===== src/rbrc_pkg.sv =====
/*
 * Package for the ROM board read control block: sync vector layout,
 * APB register offsets, field positions and reset values, state record.
 * Assumes a 200 MHz pclk and 32-bit APB data.
 */
package rbrc_pkg;

   // Synchronised input vector layout
   localparam int SV_W = 40;
   localparam int SV_ADR = 0;
   localparam int SV_MRDC = 20;
   localparam int SV_INH2 = 21;
   localparam int SV_BHEN = 22;
   localparam int SV_CCLK = 23;
   localparam int SV_LOW = 24;
   localparam int SV_HIGH = 32;

   // APB register byte offsets
   localparam logic [7:0] CTRL_OFS = 8'h00;
   localparam logic [7:0] SEG_OFS = 8'h04;
   localparam logic [7:0] PAGE_OFS = 8'h08;
   localparam logic [7:0] STAT_OFS = 8'h0C;

   // CTRL fields
   localparam int CTRL_MODE16 = 0;
   localparam int CTRL_DSIZE = 1;
   localparam int CTRL_ACC = 4;
   localparam int CTRL_OVL = 8;
   localparam logic [31:0] CTRL_RST = 32'h0000_00F0;

   // SEG fields: low half enables bank A/B, high half bank C/D
   localparam int SEG_CD = 16;
   localparam logic [31:0] SEG_RST = 32'h0000_0000;

   // PAGE fields
   localparam int PAGE_X = 0;
   localparam int PAGE_Y = 4;
   localparam int PAGE_A = 8;
   localparam int PAGE_B = 9;
   localparam int PAGE_C = 10;
   localparam int PAGE_DROW = 12;
   localparam logic [31:0] PAGE_RST = 32'h0000_0000;

   // Access time for a bank flagged as overlapping RAM
   localparam logic [3:0] OVERLAP_COUNT = 4'hF;

   // Device size codes
   localparam logic [1:0] DSIZE_1K = 2'h0;
   localparam logic [1:0] DSIZE_2K = 2'h1;

   typedef struct packed {
      logic [SV_W-1:0] s1;
      logic [SV_W-1:0] s2;
      logic [SV_W-1:0] s3;
      logic [SV_W-1:0] filt;
      logic cclk_prev;
      logic [3:0] count;
      logic xack;
      logic [31:0] ctrl;
      logic [31:0] seg;
      logic [31:0] page;
      logic [31:0] prdata;
      logic pready;
      logic pslverr;
      logic [15:0] dout;
      logic [1:0] dout_oe_n;
      logic xack_n;
      logic xack_oe_n;
      logic inh1_n;
      logic inh1_oe_n;
      logic upper_half;
      logic [3:0] row_sel;
      logic cs_en;
      logic [13:0] iaddr;
   } rbrc_state_t;

endpackage : rbrc_pkg


===== src/rbrc_top.sv =====
/*
 * ROM board read control: board select, page and base decode, chip
 * select, access-time counter with acknowledge, byte-lane gating.
 * Assumes bus pins arrive asynchronously to pclk and that the jumper
 * settings are loaded over APB before reads are made.
 */
`timescale 1ns/1ps

// Function
// - Upper half select for banks C/D
// - Internal upper address picks one row
// - Qualifier needs read command and board hit
// - Inhibit clears counter, flop, holds inhibit-out off
// - Counter and flop step on constant clock
// - Byte-high enable honoured only in 16/8 mode
// - Read gate clears counter and flop
// - Acknowledge driven only while qualifier true
// - Low buffer gate driver alone on swap, both otherwise
// - Counter output sets acknowledge on rising edge
// - Sixteen 4K segments form half select
// - 16/8 mode pairs A/B and C/D
// - Page lines compared to pages X and Y
// - A, B, C whole page; D rows individual
// - Byte routing to low/high internal buses
// - Data inverted onto system bus
// - Odd byte swapped onto low lines
// - Both lanes driven on word access
// - Hit drives inhibit-out; overlap forces 15 counts
// - Acknowledge at preset or maximum count
// - 16/8 mode shifts address, bit 0 lane
module rbrc_top (
   input wire logic pclk,
   input wire logic presetn,
   input wire logic psel,
   input wire logic penable,
   input wire logic pwrite,
   input wire logic [7:0] paddr,
   input wire logic [31:0] pwdata,
   output logic [31:0] prdata,
   output logic pready,
   output logic pslverr,
   input wire logic [19:0] adr_n,
   input wire logic mrdc_n,
   input wire logic inh2_n,
   input wire logic bhen_n,
   input wire logic cclk_n,
   input wire logic [7:0] internal_low_byte_bus,
   input wire logic [7:0] internal_high_byte_bus,
   output logic [15:0] dat_n_o,
   output logic [1:0] dat_oe_n,
   output logic xack_n_o,
   output logic xack_oe_n,
   output logic inh1_n_o,
   output logic inh1_oe_n,
   output logic upper_half_select,
   output logic [3:0] row_select,
   output logic chip_select_enable,
   output logic [13:0] internal_addr
);

   rbrc_pkg::rbrc_state_t st_r;
   rbrc_pkg::rbrc_state_t st_nxt;

   function automatic logic [15:0] seg_decode(input logic [3:0] a);
      seg_decode = 16'h0001 << a;
   endfunction : seg_decode

   function automatic logic [3:0] row_decode(input logic [1:0] a);
      row_decode = 4'h1 << a;
   endfunction : row_decode

   logic [19:0] adr;
   logic mode16;
   logic [1:0] dsize;
   logic [3:0] acc_preset;
   logic [3:0] overlap;
   logic read_cmd;
   logic inhibit;
   logic bhen;
   logic byte_lane_bit;
   logic [13:0] iaddr;
   logic internal_addr_bit0;
   logic internal_addr_row_bit0;
   logic internal_addr_row_bit3;
   logic [1:0] row;
   logic low_word_select;
   logic [15:0] seg_hits;
   logic hit_ab;
   logic hit_cd;
   logic upper;
   logic page_bit;
   logic [3:0] page_target;
   logic page_hit;
   logic board_read_qualifier;
   logic [1:0] bank;
   logic [3:0] target;
   logic cclk_rise;
   logic swap;
   logic [7:0] low_lane;
   logic [7:0] high_lane;
   logic apb_acc;
   logic mapped;
   logic [31:0] rd_val;
   logic [rbrc_pkg::SV_W-1:0] agree;

   always_comb begin
      st_nxt = st_r;

      // Three-stage input synchroniser, filtered on agreement
      st_nxt.s1 = {internal_high_byte_bus, internal_low_byte_bus,
                   cclk_n, bhen_n, inh2_n, mrdc_n, adr_n};
      st_nxt.s2 = st_r.s1;
      st_nxt.s3 = st_r.s2;
      agree = ~(st_r.s2 ^ st_r.s3);
      st_nxt.filt = (st_r.s2 & agree) | (st_r.filt & ~agree);

      adr = ~st_r.filt[rbrc_pkg::SV_ADR +: 20];
      read_cmd = ~st_r.filt[rbrc_pkg::SV_MRDC];
      inhibit = ~st_r.filt[rbrc_pkg::SV_INH2];
      mode16 = st_r.ctrl[rbrc_pkg::CTRL_MODE16];
      dsize = st_r.ctrl[rbrc_pkg::CTRL_DSIZE +: 2];
      acc_preset = st_r.ctrl[rbrc_pkg::CTRL_ACC +: 4];
      overlap = st_r.ctrl[rbrc_pkg::CTRL_OVL +: 4];

      // Lane enable only in 16/8 mode
      bhen = mode16 & ~st_r.filt[rbrc_pkg::SV_BHEN];

      byte_lane_bit = adr[0];
      iaddr = mode16 ? adr[14:1] : adr[13:0];
      internal_addr_bit0 = iaddr[0];
      internal_addr_row_bit0 = iaddr[10];
      internal_addr_row_bit3 = iaddr[13];

      // Row from upper internal lines by device size
      unique case (dsize)
         rbrc_pkg::DSIZE_1K: row = {iaddr[11], internal_addr_row_bit0};
         rbrc_pkg::DSIZE_2K: row = iaddr[12:11];
         default: row = {internal_addr_row_bit3, iaddr[12]};
      endcase

      // Bank A/C versus B/D in 8-bit mode
      unique case (dsize)
         rbrc_pkg::DSIZE_1K: low_word_select = ~iaddr[12];
         rbrc_pkg::DSIZE_2K: low_word_select = ~iaddr[13];
         default: low_word_select = ~adr[14];
      endcase

      seg_hits = seg_decode(adr[15:12]);
      hit_ab = |(seg_hits & st_r.seg[15:0]);
      hit_cd = |(seg_hits & st_r.seg[rbrc_pkg::SEG_CD +: 16]);
      upper = hit_cd;

      // Page assignment per bank or D row
      if (!upper) begin
         page_bit = (mode16 || low_word_select) ?
                    st_r.page[rbrc_pkg::PAGE_A] : st_r.page[rbrc_pkg::PAGE_B];
      end else if (!mode16 && low_word_select) begin
         page_bit = st_r.page[rbrc_pkg::PAGE_C];
      end else begin
         page_bit = st_r.page[rbrc_pkg::PAGE_DROW + {30'd0, row}];
      end
      // Page lines against X or Y
      page_target = page_bit ? st_r.page[rbrc_pkg::PAGE_Y +: 4] :
                               st_r.page[rbrc_pkg::PAGE_X +: 4];
      page_hit = adr[19:16] == page_target;

      board_read_qualifier = read_cmd & (hit_ab | hit_cd) & page_hit &
                             ~inhibit;

      // Paired banks share one overlap check
      bank = {upper, ~mode16 & ~low_word_select};
      target = (overlap[bank] || (mode16 && overlap[{upper, 1'b1}])) ?
               rbrc_pkg::OVERLAP_COUNT : acc_preset;

      // Steps on the constant clock rising edge
      cclk_rise = st_r.filt[rbrc_pkg::SV_CCLK] & ~st_r.cclk_prev;
      st_nxt.cclk_prev = st_r.filt[rbrc_pkg::SV_CCLK];

      // Read gate clears counter and flop
      if (!board_read_qualifier) begin
         st_nxt.count = 4'h0;
         st_nxt.xack = 1'b0;
      end else if (cclk_rise && !st_r.xack) begin
         // Set at preset or maximum count
         if (st_r.count >= target) begin
            st_nxt.xack = 1'b1;
         end else begin
            st_nxt.count = st_r.count + 4'h1;
         end
      end

      st_nxt.xack_oe_n = ~board_read_qualifier;
      // Released as soon as read command drops
      st_nxt.xack_n = ~(st_nxt.xack & board_read_qualifier);
      st_nxt.inh1_oe_n = ~board_read_qualifier;
      st_nxt.inh1_n = ~board_read_qualifier;

      st_nxt.cs_en = board_read_qualifier;
      st_nxt.upper_half = upper;
      st_nxt.row_sel = board_read_qualifier ? row_decode(row) : 4'h0;
      st_nxt.iaddr = iaddr;

      // Array buses: even/A,C low, odd/B,D high
      low_lane = st_r.filt[rbrc_pkg::SV_LOW +: 8];
      high_lane = st_r.filt[rbrc_pkg::SV_HIGH +: 8];

      swap = ~bhen & (mode16 ? byte_lane_bit : ~low_word_select);
      // Low-lane driver alone on swap, both drivers otherwise
      if (!board_read_qualifier) begin
         st_nxt.dout_oe_n = 2'b11;
         st_nxt.dout = 16'hFFFF;
      end else if (swap) begin
         st_nxt.dout_oe_n = 2'b10;
         st_nxt.dout = {8'hFF, ~high_lane};
      end else begin
         st_nxt.dout_oe_n = 2'b00;
         st_nxt.dout = ~{high_lane, low_lane};
      end

      // APB slave with one wait cycle
      apb_acc = psel & penable & ~st_r.pready;
      mapped = paddr == rbrc_pkg::CTRL_OFS || paddr == rbrc_pkg::SEG_OFS ||
               paddr == rbrc_pkg::PAGE_OFS || paddr == rbrc_pkg::STAT_OFS;
      unique case (paddr)
         rbrc_pkg::CTRL_OFS: rd_val = {20'd0, st_r.ctrl[11:0]};
         rbrc_pkg::SEG_OFS: rd_val = st_r.seg;
         rbrc_pkg::PAGE_OFS: rd_val = {16'd0, st_r.page[15:0]};
         rbrc_pkg::STAT_OFS: rd_val = {24'd0, st_r.count, inhibit,
                                       upper, st_r.xack,
                                       board_read_qualifier};
         default: rd_val = 32'h0000_0000;
      endcase
      st_nxt.pready = apb_acc;
      st_nxt.pslverr = apb_acc & ~mapped;
      if (apb_acc && !pwrite) begin
         st_nxt.prdata = rd_val;
      end
      if (psel && penable && st_r.pready && pwrite) begin
         unique case (paddr)
            rbrc_pkg::CTRL_OFS: st_nxt.ctrl = {20'd0, pwdata[11:0]};
            rbrc_pkg::SEG_OFS: st_nxt.seg = pwdata;
            rbrc_pkg::PAGE_OFS: st_nxt.page = {16'd0, pwdata[15:0]};
            default: st_nxt.ctrl = st_r.ctrl;
         endcase
      end
   end

   always_ff @(posedge pclk or negedge presetn) begin
      if (!presetn) begin
         st_r <= '{s1: '1, s2: '1, s3: '1, filt: '1, cclk_prev: 1'b1,
                   count: 4'h0, xack: 1'b0,
                   ctrl: rbrc_pkg::CTRL_RST, seg: rbrc_pkg::SEG_RST,
                   page: rbrc_pkg::PAGE_RST, prdata: 32'h0000_0000,
                   pready: 1'b0, pslverr: 1'b0, dout: 16'hFFFF,
                   dout_oe_n: 2'b11, xack_n: 1'b1, xack_oe_n: 1'b1,
                   inh1_n: 1'b1, inh1_oe_n: 1'b1, upper_half: 1'b0,
                   row_sel: 4'h0, cs_en: 1'b0, iaddr: 14'h0000};
      end else begin
         st_r <= st_nxt;
      end
   end

   assign prdata = st_r.prdata;
   assign pready = st_r.pready;
   assign pslverr = st_r.pslverr;
   assign dat_n_o = st_r.dout;
   assign dat_oe_n = st_r.dout_oe_n;
   assign xack_n_o = st_r.xack_n;
   assign xack_oe_n = st_r.xack_oe_n;
   assign inh1_n_o = st_r.inh1_n;
   assign inh1_oe_n = st_r.inh1_oe_n;
   assign upper_half_select = st_r.upper_half;
   assign row_select = st_r.row_sel;
   assign chip_select_enable = st_r.cs_en;
   assign internal_addr = st_r.iaddr;

endmodule : rbrc_top


===== config.mk =====
export PLATFORM = sky130hd
export DESIGN_NAME = rbrc_top
export DESIGN_NICKNAME = d
export VERILOG_FILES = /design/src/rbrc_pkg.sv /design/src/rbrc_top.sv
export SDC_FILE = /design/constraint.sdc
export NUM_CORES = 1
export LEC_CHECK = 0
export BUFFER_PORTS_ARGS = -buffer_cell sky130_fd_sc_hd__buf_4
export CAP_MARGIN = 20
export CORE_UTILIZATION = 38
export CTS_BUF_LIST = sky130_fd_sc_hd__clkbuf_16
export DETAILED_ROUTE_END_ITERATION = 12
export SETUP_SLACK_MARGIN = 0.05
export SYNTH_ARGS = -nofsm -noshare
export SYNTH_HDL_FRONTEND = slang
export SYNTH_SLANG_ARGS = --single-unit

===== constraint.sdc =====
create_clock -name pclk -period 6.95 [get_ports pclk]
set_input_delay 0 -clock pclk [delete_from_list [all_inputs] [get_ports pclk]]
set_output_delay 0 -clock pclk [all_outputs]
set_load 0.1 [all_outputs]

==> results.cfg <==
[yosys]
ys_warn_count = 0
synthArstFlopShare_pct = 100
synth_nets = 905
synth_edf_count = 0
yosys.cell_types.count = 68
syn-instance-count = 815
yosys_most_used_dff = dfstp_2
ys_seq_area_share_pct = 66.5
ys_ff_latch = 299
avgSynthCellArea_um2 = 14.2
syn_area_um2 = 11600

[place]
port_buffers = 160
place_ws_ps = 2140
hpwl_um = 16000
gp_congestion = 0.814
dpl_cell_area_um2 = 12700

[die]
core_region_area_um2 = 29900
die_w_um = 177
die_h_um = 177
start_util_pct = 38.8
rows = 63
num_io_pins = 161
dieArea_um2 = 31200

[power_and_ir_drop]
p_switching_w = 0.000901
power_leakage_nw = 6.34
p_int_w = 0.00294
ir_worst_vdd_mv = 0.149
comb_power_share_pct = 7.3
power_density_nw_per_um2 = 265
totalPowerFinal_w = 0.00384
seqPwrFrac_pct = 49.7
switching_share_pct = 23.5
clkPwrFrac_pct = 43.0

[final_layout]
final_common_cell = dfstp_2
fin_nets = 1079
final_util_pct = 48.6
diodes = 0
drive_gt1_share_pct = 47.6
mostFrequentLayoutCells = 184 x dfstp_2, 165 x buf_4, 115 x dfrtp_1
finalInstanceArea_um2 = 14500
areaGrowthSynthToFinish_pct = 25.0

[timing]
tightest_slew_ps = 871
finalMaxSlewViolations = 0
timing.max_slew.rel_slack_pct = 41.8
hold_viol_final = 0
fin_crit_sh_pct = 70.1
period_minus_slack_ps = 4870
rsz0062_at_grt = no
finalWorstSetupSlack_ps = 2080
tns_ps = 0
skew_ps = 19.0
fmax_ghz = 0.205
setup_viol = 0

[grt]
globalRouteOverflowTotal = 0
grtUsageMet3_pct = 3.11
track_usage_pct = 15.9
grt_pass1_vias = 6835
grt.busiest_layer = met2
grt_max_degree = 151
use_met2_pct = 24.9
antenna_found_initial = 0
grt_pass1_wl_um = 38700
grt_use_met1_pct = 22.5

[job]
drv_cap = 0

[worst_setup_path]
worst-endpoint-arrival_ps = 5270
reg2reg_depth = 18
max_stage_delay_ps = 790
crit_slowest_cell = dfstp_2
cp.required_ps = 7350
cp-end-kind = flop
r2r_setup_slack_ps = 2080
critPathMaxFanout = 21
startpoint_type = flop
crit_type = flop to flop
critPathTopFamily = simple AND/OR/NAND/NOR gates
endpoint = st_r[176]
r2r-end = st_r[176]
path_buf_inv = 2
path_cells = mux4_2 -> and3_1 -> nor4_4 -> and2_4 -> inv_2 -> nand2_1 -> nand2_1 -> a22o_1 -> or2_2 -> ha_1 -> nand2b_1 -> a21o_1 -> a21o_1 -> a2111oi_0 -> buf_4 -> nand4_1 -> xor2_1 -> nor2_1
cp_num_cells = 18

[clocking]
post_cts.repair.setup_buffers = 0
cts_buffer_depth = 3
clkTransAtPathRegs_ps = 60
cts_made_buffers = 34
cts_tree = built
hold_buffers = 79
h-tree-depth = 2
cts_resized = 0
insertion_delay_ps = 510
cts_root_buf = clkbuf_16
cts.sinks = 299

[run_status]
status = completed

[route]
drt_first_pass_iters = 5
detail_route.iter0.violations = 345
drc_errors = 0
wl_um = 24200
drt.antenna.violating_nets = 0
num_vias = 6823
viasPerCell = 4.86
wl_per_cell_um = 17.2

[worst_hold_path]
min_path_type = primary input to async pin
cell usage after synthesis (6+ instances only):
library cell	n	area, µm²
o21ai_0	14	70.1
buf_4	70	526
buf_1	8	30.0
mux2i_1	28	280
dfrtp_1	115	2880
nand3_1	13	65.1
a21oi_1	7	35.0
clkbuf_1	20	75.1
nor3_1	6	30.0
a22o_1	21	184
nand2b_1	7	43.8
dfstp_2	184	4830
nor2_1	21	78.8
a22oi_1	6	45.0
mux2_2	66	743
nand2_1	70	263
maj3_1	40	400
xor2_1	6	52.6
buf_2	8	40.0
cell families (layout without fill, tap and decap cells):
family,after synthesis,after routing,share of synthesized area (%)
DFF,299,299,66.5
and+or+nand+nor,168,168,7.49
buffers and inverters,114,314,6.19
muxes,98,98,9.60
AOI/OAI and AO/OA,84,84,5.74
adders and majority gates,45,45,3.99
xor gates and xnor gates,7,7,0.528
per-layer routing:
metal	vias to the layer above	part of all wire [%]
met5	-	0
met4	0	2.1
met3	40	4.9
met2	174	47
met1	3451	46
li1	3158	-
layout make-up:
class,count,area [µm²]
multi-input combinational,402,3180
sequential,299,7710
timing repair buffer,246,2060
inverter,6,25.0
fill,2614,15400
clock inverter,28,194
tap,390,488
clock buffer,34,851
how the worst min path moves through the flow:
| stage | start | endpoint | depth (start not counted) |
|---|---|---|---|
| floorplan | presetn | chip_select_enable | 0 |
| global placement | presetn | internal_addr[4] | 1 |
| detailed placement | presetn | internal_addr[4] | 1 |
| CTS | presetn | internal_addr[4] | 2 |
| global route | cclk_n | st_nxt[281] | 2 |
| finish | presetn | internal_addr[4] | 2 |
power by group through the flow:
stage          clock network, W  registers (W)  logic (W)
3_5_place_dp                  0        0.00194   0.000249
5_1_grt                 0.00178        0.00192   0.000304
2_1_floorplan                 0        0.00192   0.000156
3_3_place_gp                  0        0.00193   0.000246
4_1_cts                 0.00171        0.00191   0.000285
6_report                0.00165        0.00191   0.000280
stage by stage:
step / hold slack [ps] / cells
3_5_place_dp: 55.6 / 1264
3_3_place_gp: 47.7 / 1264
2_1_floorplan: -296 / 815
4_1_cts: 109 / 1405
5_1_grt: 118 / 1405
6_report: 106 / 1405
Power figures use the tool's default switching activity.
